<file path="src/alsm_pkg.sv">
// Shared types and constants of the lane sample mapper.
// Assumes a single frame clock; mode and variant are static straps.
package alsm_pkg;

	// ****************************************
	// Widths
	// ****************************************
	localparam int ALSM_CHANNELS = 4;
	localparam int ALSM_SAMPLES = 4;
	localparam int ALSM_LANES = 8;
	localparam int ALSM_LANE_BITS = 40;

	// ****************************************
	// Link mode codes
	// ****************************************
	localparam logic [3:0] ALSM_MODE_1 = 4'h1;
	localparam logic [3:0] ALSM_MODE_2 = 4'h2;
	localparam logic [3:0] ALSM_MODE_3 = 4'h3;
	localparam logic [3:0] ALSM_MODE_4 = 4'h4;
	localparam logic [3:0] ALSM_MODE_5 = 4'h5;
	localparam logic [3:0] ALSM_MODE_6 = 4'h6;
	localparam logic [3:0] ALSM_MODE_7 = 4'h7;
	localparam logic [3:0] ALSM_MODE_8 = 4'h8;
	localparam logic [3:0] ALSM_MODE_9 = 4'h9;

	// ****************************************
	// Product variant
	// ****************************************
	typedef enum logic [1:0] {
		ALSM_QUAD = 2'b00,
		ALSM_DUAL = 2'b01,
		ALSM_SINGLE = 2'b10
	} alsm_variant_t;

	// Active lanes per mode, columns quad, dual, single
	localparam logic [3:0] ALSM_LANE_TBL [10][3] = '{
		'{4'h0, 4'h0, 4'h0},
		'{4'h6, 4'h3, 4'h2},
		'{4'h4, 4'h2, 4'h1},
		'{4'h4, 4'h2, 4'h1},
		'{4'h3, 4'h2, 4'h1},
		'{4'h2, 4'h1, 4'h1},
		'{4'h6, 4'h3, 4'h2},
		'{4'h4, 4'h2, 4'h1},
		'{4'h4, 4'h2, 4'h1},
		'{4'h8, 4'h4, 4'h2}
	};

	// Octets per lane per frame
	localparam logic [2:0] ALSM_OCTET_TBL [10] = '{
		3'h0, 3'h2, 3'h1, 3'h5, 3'h2, 3'h2, 3'h2, 3'h1, 3'h3, 3'h1
	};

	// Modes that use 64B/66B line coding
	localparam logic [9:0] ALSM_CODE64_MASK = 10'h1F0;

	// ****************************************
	// Reset values
	// ****************************************
	localparam logic [3:0] ALSM_MODE_RST = 4'h0;
	localparam logic [1:0] ALSM_VARIANT_RST = 2'h0;
	localparam logic [7:0] ALSM_LANE_EN_RST = 8'h00;
	localparam logic [2:0] ALSM_OCTETS_RST = 3'h0;

	// ****************************************
	// Carriers
	// ****************************************
	typedef struct packed {
		logic valid;
		logic [ALSM_CHANNELS-1:0][ALSM_SAMPLES-1:0][8:0] samp;
	} alsm_frame_t;

	typedef struct packed {
		logic valid;
		logic [2:0] octets;
		logic [ALSM_LANES-1:0][ALSM_LANE_BITS-1:0] data;
	} alsm_lanes_t;

endpackage

</file>
<file path="src/alsm_lane_mapper.sv">
// Transport packer: places one frame of converter samples onto the lanes.
// Assumes frame_in comes from logic on clk; straps come from pins.
//
// Operation
// - Mode 1: 12-bit padded samples packed back to back, 0x00 filler.
// - Mode 2: one 8-bit sample per lane, lanes 0-3 carry A-D.
// - Mode 3: lane per channel, four 10-bit fields, five octets.
// - Mode 4: one 12-bit field per channel packed, single fills 0x0.
// - Mode 5: lane 0 carries A then B or 0x00; lane 1 C, D.
// - Mode 6 packs as mode 1 but on 64B/66B coding.
// - Mode 7: one 8-bit sample per lane, lanes 0-3 carry A-D.
// - Mode 8: lane per channel, two 12-bit fields, three octets.
// - Mode 9: two lanes per channel, even sample lower lane.
// - Samples leave MSB first; every tail bit is zero.
// - Lowest lanes are used; higher lanes powered down.
// - A 9-bit sample sits in the top of a 10- or 12-bit field; 8-bit fields keep its top 8 bits.
`timescale 1ns/1ps

module alsm_lane_mapper
	import alsm_pkg::*;
(
	// Clock and reset
	input wire logic clk,
	input wire logic reset_n,
	// Static straps
	input wire logic [3:0] link_mode_select,
	input wire logic [1:0] variant_select,
	// Frame of samples
	input wire alsm_frame_t frame_in,
	// Lane side
	output alsm_lanes_t lanes_out,
	output logic [ALSM_LANES-1:0] lane_power_up,
	output logic coding_64b66b,
	output logic mode_supported
);

	// ****************************************
	// Strap synchronisers
	// ****************************************
	logic [3:0] mode_meta_r;
	logic [3:0] mode_r;
	logic [1:0] var_meta_r;
	logic [1:0] var_r;

	// Straps are static, so a multi-bit two-stage capture is safe
	always_ff @(posedge clk or negedge reset_n) begin
		if (!reset_n) begin
			mode_meta_r <= ALSM_MODE_RST;
			mode_r <= ALSM_MODE_RST;
			var_meta_r <= ALSM_VARIANT_RST;
			var_r <= ALSM_VARIANT_RST;
		end else begin
			mode_meta_r <= link_mode_select;
			mode_r <= mode_meta_r;
			var_meta_r <= variant_select;
			var_r <= var_meta_r;
		end
	end

	// ****************************************
	// Mode decode
	// ****************************************
	logic mode_ok;
	logic [1:0] var_idx;
	logic [3:0] lane_cnt;
	logic [2:0] channels;
	logic [7:0] lane_en_nxt;

	always_comb begin
		mode_ok = (mode_r >= ALSM_MODE_1) && (mode_r <= ALSM_MODE_9);
		case (var_r)
			ALSM_QUAD: begin
				var_idx = 2'h0;
				channels = 3'h4;
			end
			ALSM_DUAL: begin
				var_idx = 2'h1;
				channels = 3'h2;
			end
			default: begin
				var_idx = 2'h2;
				channels = 3'h1;
			end
		endcase
		lane_cnt = mode_ok ? ALSM_LANE_TBL[mode_r][var_idx] : 4'h0;
		// Lowest lanes first, the rest stay off
		lane_en_nxt = 8'((9'h001 << lane_cnt) - 9'h001);
	end

	// ****************************************
	// Sample packing
	// ****************************************
	logic [ALSM_CHANNELS-1:0][ALSM_SAMPLES-1:0][8:0] s;
	logic [95:0] str96;
	logic [47:0] str48;
	logic [31:0] str32;
	logic [ALSM_LANES-1:0][ALSM_LANE_BITS-1:0] word;

	always_comb begin
		// Missing channels read as zero, which yields the filler slots
		for (int c = 0; c < ALSM_CHANNELS; c++) begin
			s[c] = (c < int'(channels)) ? frame_in.samp[c] : '0;
		end
		str96 = '0;
		str48 = '0;
		str32 = '0;
		word = '0;
		case (mode_r)
			ALSM_MODE_1, ALSM_MODE_6: begin
				// Fields cross lane edges; single zeros give 0x00
				for (int c = 0; c < 4; c++) begin
					for (int k = 0; k < 2; k++) begin
						str96[95-24*c-12*k -: 12] = {s[c][k], 3'h0};
					end
				end
				for (int l = 0; l < 6; l++) begin
					word[l][39 -: 16] = str96[95-16*l -: 16];
				end
			end
			ALSM_MODE_2, ALSM_MODE_7: begin
				for (int c = 0; c < 4; c++) begin
					word[c][39 -: 8] = s[c][0][8:1];
				end
			end
			ALSM_MODE_3: begin
				for (int c = 0; c < 4; c++) begin
					for (int k = 0; k < 4; k++) begin
						word[c][39-10*k -: 10] = {s[c][k], 1'b0};
					end
				end
			end
			ALSM_MODE_4: begin
				for (int c = 0; c < 4; c++) begin
					str48[47-12*c -: 12] = {s[c][0], 3'h0};
				end
				for (int l = 0; l < 3; l++) begin
					word[l][39 -: 16] = str48[47-16*l -: 16];
				end
			end
			ALSM_MODE_5: begin
				for (int c = 0; c < 4; c++) begin
					str32[31-8*c -: 8] = s[c][0][8:1];
				end
				for (int l = 0; l < 2; l++) begin
					word[l][39 -: 16] = str32[31-16*l -: 16];
				end
			end
			ALSM_MODE_8: begin
				for (int c = 0; c < 4; c++) begin
					for (int k = 0; k < 2; k++) begin
						word[c][39-12*k -: 12] = {s[c][k], 3'h0};
					end
				end
			end
			ALSM_MODE_9: begin
				for (int c = 0; c < 4; c++) begin
					for (int k = 0; k < 2; k++) begin
						word[2*c+k][39 -: 8] = s[c][k][8:1];
					end
				end
			end
			default: begin
				word = '0;
			end
		endcase
		// Powered-down lanes carry nothing
		for (int l = 0; l < ALSM_LANES; l++) begin
			if (!lane_en_nxt[l]) begin
				word[l] = '0;
			end
		end
	end

	// ****************************************
	// Output registers
	// ****************************************
	// Bit 39 of each lane word is the first bit on the wire
	always_ff @(posedge clk or negedge reset_n) begin
		if (!reset_n) begin
			lanes_out <= '0;
		end else begin
			lanes_out.valid <= frame_in.valid && mode_ok;
			lanes_out.octets <= mode_ok ? ALSM_OCTET_TBL[mode_r]
				: ALSM_OCTETS_RST;
			if (frame_in.valid && mode_ok) begin
				lanes_out.data <= word;
			end
		end
	end

	always_ff @(posedge clk or negedge reset_n) begin
		if (!reset_n) begin
			lane_power_up <= ALSM_LANE_EN_RST;
			coding_64b66b <= 1'b0;
			mode_supported <= 1'b0;
		end else begin
			lane_power_up <= lane_en_nxt;
			coding_64b66b <= mode_ok && ALSM_CODE64_MASK[mode_r];
			mode_supported <= mode_ok;
		end
	end

endmodule

</file>
<file path="config.mk">
export PLATFORM = sky130hd
export DESIGN_NAME = alsm_lane_mapper
export DESIGN_NICKNAME = d
export VERILOG_FILES = /design/src/alsm_pkg.sv /design/src/alsm_lane_mapper.sv
export SDC_FILE = /design/constraint.sdc
export NUM_CORES = 1
export LEC_CHECK = 0
export BUFFER_PORTS_ARGS = -buffer_cell sky130_fd_sc_hd__buf_2
export CAP_MARGIN = 20
export CORE_AREA = 2 2 191 193
export CTS_BUF_LIST = sky130_fd_sc_hd__clkbuf_8
export DETAILED_ROUTE_END_ITERATION = 10
export DIE_AREA = 0 0 193 195
export SLEW_MARGIN = 20
export SYNTH_ARGS = -nofsm -noshare
export SYNTH_HDL_FRONTEND = slang
export SYNTH_SLANG_ARGS = --single-unit
export TNS_END_PERCENT = 1
</file>
<file path="constraint.sdc">
create_clock -name clk -period 3.7 [get_ports clk]
set_input_delay 0.185 -clock clk [delete_from_list [all_inputs] [get_ports clk]]
set_output_delay 0.185 -clock clk [all_outputs]
set_load 0.01 [all_outputs]
</file>
==> results of run 1 <==
metal layers:
metal  routed length [um]  up-vias
li1                     -     4521
met1                17400     5117
met2                21000      622
met3                 5000      102
met4                 1570       10
met5                   66        -
through the flow:
step	util [%]	setup WS [ns]	hold slack [ns]	area [um^2]
after detailed placement	36.0	0.143	0.295	12700
final	41.7	0.209	0.0283	14800
after global placement	36.0	0.312	0.296	12700
after global routing	41.7	0.0148	0.00994	14800
after floorplan	-	0.0529	-0.111	11300
after CTS	41.7	0.0976	0.00920	14700
area by class of cell:
| class | count | area, um^2 |
|---|---|---|
| fill | 3405 | 20600 |
| sequential | 222 | 5560 |
| multi-input combinational | 713 | 4430 |
| timing repair buffer | 519 | 3320 |
| clock buffer | 53 | 729 |
| tap | 461 | 577 |
| clock inverter | 20 | 92.6 |
| inverter | 12 | 45.0 |
| antenna | 3 | 7.51 |
tightest hold or removal path, stage by stage:
cell and delay (ns):
buf_2 0.13, a221oi_1 0.08, o21ai_0 0.15
flip-flops by register name, indices dropped and copies added, names as in the netlist:
signal / count
var_r: 2
mode_meta_r: 4
lanes_out: 200
mode_supported: 1
lane_power_up: 8
coding_64b66b: 1
mode_r: 4
var_meta_r: 2
kinds of logic after synthesis:
| logic type | after synthesis |
|---|---|
| AO/OA/AOI/OAI | 328 |
| flip-flops | 222 |
| buffers and inverters | 212 |
| multiplexers | 3 |
| adder cells (fa/ha/maj) | 8 |
| AND/OR/NAND/NOR | 249 |
| other | 1 |
| XOR/XNOR | 1 |
repair_timing:
item                       CTS  global route
setup endpoints to repair    0            44
hold buffers               118             0
hold endpoints to repair   234             0
resized for setup            0             2
worst max path at each step:
| stage | slack, ns | endpoint | startpoint |
|---|---|---|---|
| 2_1_floorplan | 0.05 | lanes_out[54] | mode_r[0] |
| 3_3_place_gp | 0.31 | lanes_out[96] | mode_r[0] |
| 3_5_place_dp | 0.14 | lanes_out[82] | mode_r[1] |
| 4_1_cts | 0.1 | lanes_out[82] | mode_r[1] |
| 5_1_grt | 0.01 | lanes_out[82] | mode_r[0] |
| 6_report | 0.21 | lanes_out[82] | mode_r[1] |
cells in the mapped netlist (11+ instances only):
cell type    n
o21ai_0     49
dfrtp_1    222
a32o_1      23
o31ai_1     19
a22o_1     124
clkbuf_1    64
and3_1      11
nand2_1    121
a22oi_1     45
nor2_1      28
a222oi_1    19
inv_1       11
nand3_1     30
buf_4      124
nor2b_1     14
report_power, final:
| group | switching, mW | total, mW | internal (mW) |
|---|---|---|---|
| sequential | 0.0466 | 2.55 | 2.50 |
| combinational | 0.592 | 0.920 | 0.328 |
| clock | 1.06 | 2.35 | 1.28 |
| total | 1.70 | 5.82 | 4.11 |
==> summary.md, run 1 <==
| Metric | Value |
|---|---|
| Vias in the first global route | 10200 |
| Routability cong. | 0.870 |
| Die height | 195 um |
| Drc violations | 0 |
| CP Data Required Time | 4.19 ns |
| Synth Area in Adders | 0.927% |
| Worst IR Drop VDD | 0.227 mV |
| First-pass GRT wire length | 64200 um |
| Cells on Worst Hold Path | 3 |
| Slew @ Worst Pin | 0.902 ns |
| Outcome | finished, final reports clean |
| Setup_tns | 0 ns |
| Clock slew at reported path FFs | 0.07 ns |
| Power, Total | 5.82 mW |
| Post-synthesis simple-gate area fraction | 10.9% |
| Synth unique cells | 60 |
| Fin cells | 2003 |
| R2R Setup Slk | 0.21 ns |
| Setup Fix Bufs, Post-CTS | 0 |
| Layout cell share with drive strength beyond 1 | 31.3% |
| Seq/Total Area, Yosys | 51.4% |
| Finish-stage setup viols | 0 |
| HPWL after DPL | 32600 um |
| DRT Pass-1 Iters | 6 |
| R2r endpoint | lanes_out[82] |
| GRT met1 Usage | 27.6% |
| Die width | 193 um |
| Levels on crit path | 13 |
| Data arrival time of the critical path | 3.98 ns |
| GRT busiest layer | met2 |
| Cells after synthesis | 1024 |
| Area leader, netlist | dfrtp_1 |
| Critical Path Source Type | register |
| Row cnt | 69 |
| Area delta synth->final | 36.6% |
| IO Port Bufs | 362 |
| Max FO, Critical Path | 17 |
| Total GRT Usage | 22.7% |
| Max incr delay on CP | 0.46 ns |
| Core Area | 0.0354 mm^2 |
| Grt ovf | 0 |
| Wire length per cell | 22.5 um |
| Fmax | 286 MHz |
| Commonest non-fill, non-tap cells in the layout | buf_2 (361), dfrtp_1 (221), a22o_1 (124), conb_1 (124), nand2_1 (120) |
| Worst setup EP type | register |
| Synthesis Warnings | 0 |
| Max clock buf depth | 3 |
| Root buf cell | clkbuf_8 |
| Crit-path cells | inv_1, ha_2, nor4b_2, a21o_2, inv_2, o311a_1, a211oi_2, inv_1, ha_1, or3_4, a211oi_4, buf_4, a22o_1 |
| Met3 usage | 7.53% |
| Leak | 7.74 nW |
| Initial DRC count | 1027 |
| Buf/Inv on CP | 4 |
| Avg Inst Size Synth | 10.5 um^2 |
| NumNets Final | 1670 |
| Max-cap violations | 0 |
| Hold Startpoint | frame_in[17] |
| Synthesized area | 0.0108 mm^2 |
| Xor and xnor area share after synthesis | 0.0811% |
| Final Skew | 0.0172 ns |
| Most common cell after layout, fill and taps aside | buf_2 |
| Final Hold Violating Endpoints | 0 |
| Via total after detailed routing | 10400 |
| Worst skew pair latency | 0.56 ns |
| Multiplexer share of the synthesized area | 0.278% |
| RSZ-0062 raised after global routing | false |
| CTS sink count | 222 |
| Inst Count DP | 1809 |
| Largest net degree at the start of global routing | 111 |
| Met2 usage | 37.1% |
| Post-route ant nets | 0 |
| PwrDens | 394 mW/mm^2 |
| Hold Crit Class | input pin to register |
| Top Family by Delay on Critical Path | compound AO/OA/AOI/OAI gates |
| Fin crit period | 3.49 ns |
| Fin. max-slew vios | 0 |
| Slew HR | 39.9% |
| Top post-synthesis cells by area | dfrtp_1 (51%), a22o_1 (10%), buf_4 (8.6%), nand2_1 (4.2%), a22oi_1 (3.1%) |
| Die ar. | 0.0376 mm^2 |
| Most common cell on crit path | inv_1 |
| Synth Area in Compound Gates | 24.4% |
| Routed WL | 45000 um |
| Largest family of logic cells by synthesized area | compound AO/OA/AOI/OAI gates |
| Async SR Flop Fraction | 100% |
| Period utilization | 94.3% |
| Antenna violations before repair | 9 |
| Worst path slowest cell | dfrtp_1 |
| CTS tree | done |
| Hold Path End | lanes_out[27] |
| # IOs | 487 |
| Number of synthesized flops with an enable pin | 0 |
| Share of the synthesized area in the top cell type | 51.4% |
| Reg2reg path depth | 13 |
| Initial Util | 30.5% |
| Critical path class | register to register |
| Launching point of the worst reg2reg path | mode_r[1] |
| Max H-tree Level | 2 |
| DR vias/cell | 5.18 |
| CTS Buf Count | 41 |
| #FFs+latches synth | 222 |
| Commonest register cell after synthesis | dfrtp_1 |
(Power assumes the default switching activity.)
==> run 2, diff against run 1 <==
Settings changed: SETUP_SLACK_MARGIN set to 0.4.
==> run 2 against run 1 <==
Clock power is essentially flat. Flip-flop and latch count unchanged. Critical endpoint is now lanes_out[88]. Critical path type unchanged. Largest power group unchanged. Clock-buffer cell count fell by 2.
==> summary.md, run 2 (synthesis gave the netlist of run 1 again) <==
| Metric | Value |
|---|---|
| Antenna violations before repair | 2 |
| Clock slew at reported path FFs | 0.06 ns |
| Final Hold Violating Endpoints | 0 |
| NumNets Final | 1679 |
| Via total after detailed routing | 10200 |
| Sequential share of power | 43.5% |
| Initial DRC count | 721 |
| IO Port Bufs | 362 |
| Fin Hold WS | 0.0393 ns |
| CP startpoint | mode_r[0] |
| Outcome | finished, final reports clean |
| CTS tree | done |
| GRT met1 Usage | 26.7% |
| Core Util, Final | 42.3% |
| Max reg flops | 200 |
| Data arrival time of the critical path | 3.71 ns |
| Fin cells | 2012 |
| Worst path slowest cell | dfrtp_2 |
| Worst skew pair latency | 0.56 ns |
| Final Skew | 0.0132 ns |
| Met2 usage | 37.6% |
| Clock network power share | 40.5% |
| Slew HR | 39.5% |
| Wire length per cell | 22.4 um |
| First-pass GRT wire length | 62700 um |
| Fmax | 311 MHz |
| # IOs | 487 |
| Max clock buf depth | 3 |
| DR vias/cell | 5.08 |
| Net Sw Frac | 29.1% |
| Routability cong. | 0.908 |
| Slew @ Worst Pin | 0.907 ns |
| Max H-tree Level | 2 |
| Die width | 193 um |
| GRT busiest layer | met2 |
| Post-route ant nets | 0 |
| Launching point of the worst reg2reg path | mode_r[0] |
| Power, Total | 5.87 mW |
| Finish-stage setup viols | 0 |
| Worst IR Drop VDD | 0.249 mV |
| Most common cell after layout, fill and taps aside | buf_2 |
| Met3 usage | 7.53% |
| Hold Startpoint | frame_in[144] |
| Fin crit period | 3.22 ns |
| RSZ-0062 raised after global routing | false |
| Net Switching | 1.70 mW |
| Hold Crit Class | input pin to register |
| Initial Util | 30.5% |
| Max FO, Critical Path | 8 |
| Inst Count DP | 1805 |
| Layout cell share with drive strength beyond 1 | 33.0% |
| Max incr delay on CP | 0.47 ns |
| Max-cap violations | 0 |
| Drc violations | 0 |
| HPWL after DPL | 32600 um |
| Critical Path Source Type | register |
| Total GRT Usage | 22.4% |
| Combinational Power Share | 16.0% |
| CTS sink count | 222 |
| Die ar. | 0.0376 mm^2 |
| Worst setup EP type | register |
| Commonest non-fill, non-tap cells in the layout | buf_2 (362), dfrtp_1 (218), a22o_1 (124), conb_1 (124), nand2_1 (119) |
| Most flops, register | lanes_out |
| Core Area | 0.0354 mm^2 |
| Top Registers | lanes_out (200), lane_power_up (8) |
| Fin. max-slew vios | 0 |
| Grt ovf | 0 |
| Routed WL | 45100 um |
| Vias in the first global route | 9819 |
| Setup_tns | 0 ns |
| Row cnt | 69 |
| Leak | 7.81 nW |
| Root buf cell | clkbuf_8 |
| Area delta synth->final | 38.6% |
| Period utilization | 86.9% |
| CP Data Required Time | 4.19 ns |
| Crit-path cells | inv_4, ha_4, nand2b_1, a41o_1, o311a_4, a211oi_4, inv_2, ha_4, or3_4, a211oi_4, buf_4, buf_6, a22o_1 |
| Critical path class | register to register |
| PwrDens | 392 mW/mm^2 |
| CTS Buf Count | 41 |
| P_int | 4.16 mW |
| Die height | 195 um |
| Largest net degree at the start of global routing | 85 |
| DRT Pass-1 Iters | 7 |
[run 2: cell count changes in the layout (fill, tap and decap cells not counted), sizes merged]
cell         before  now
dlygate4sd3     118  115
bufinv            0    1
buf             401  413
inv              22   28
diode             3    1
clkbuf           53   51
clkinvlp          2    1
clkinv            8    6
[run 2: repair_timing]
item / CTS / global route
resized for setup: 3 / 25
endpoints found under the setup margin: 65 / 83
cloned: 0 / 2
pin swaps: 1 / 4
setup buffers: 1 / 13
hold buffers: 115 / 0
endpoints found under the hold margin: 203 / 0
[run 2: path summary, 6_finish.rpt]
| path | endpoint | slack [ns] | cells after the start |
|---|---|---|---|
| setup / recovery | lanes_out[88] | 0.48 | 13 |
| hold / removal | lanes_out[227] | 0.04 | 3 |
| setup reg to reg | lanes_out[88] | 0.48 | 13 |
| hold reg to reg | var_r[1] | 0.35 | 0 |
| max in group asynchronous | mode_meta_r[0] | 2.55 | 3 |
| min in group asynchronous | lanes_out[128] | 0.23 | 2 |
[run 2: through the flow]
stage | setup WS (ns) | area, um^2
2_1_floorplan | 0.412 | 11300
3_3_place_gp | 0.290 | 12700
3_5_place_dp | 0.163 | 12700
4_1_cts | 0.321 | 14800
5_1_grt | 0.363 | 15000
6_report | 0.485 | 15000
[run 2: cell type report]
| cell class | count | area [um^2] |
|---|---|---|
| repair buffers | 528 | 3400 |
| diodes | 1 | 2.50 |
| fillers | 3434 | 20400 |
| well taps | 461 | 577 |
| inverters | 12 | 50.0 |
| clock inverters | 24 | 131 |
| clock buffers | 51 | 702 |
| flip-flops and latches | 222 | 5560 |
| multi-input cells | 713 | 4540 |
[run 2: power by group through the flow]
stage	Clock, mW	Sequential (mW)	Combinational, mW
floorplan	0	2.61	0.463
global placement	0	2.59	0.797
detailed placement	0	2.59	0.798
CTS	2.46	2.55	0.899
global route	2.55	2.56	1.01
finish	2.37	2.55	0.938
[run 2: worst max-delay path, delay by kind of cell, from the launching register on]
family | cells | cell delay (ns)
AO/OA/AOI/OAI | 5 | 1.32
flip-flops | 1 | 0.47
adder cells (fa/ha/maj) | 2 | 0.35
AND/OR/NAND/NOR | 2 | 0.50
buffers and inverters | 4 | 0.50
[run 2: per-layer routing]
metal	wire length (um)	vias up
li1	-	4536
met1	17300	5002
met2	21600	595
met3	4890	87
met4	1320	2
met5	16	-
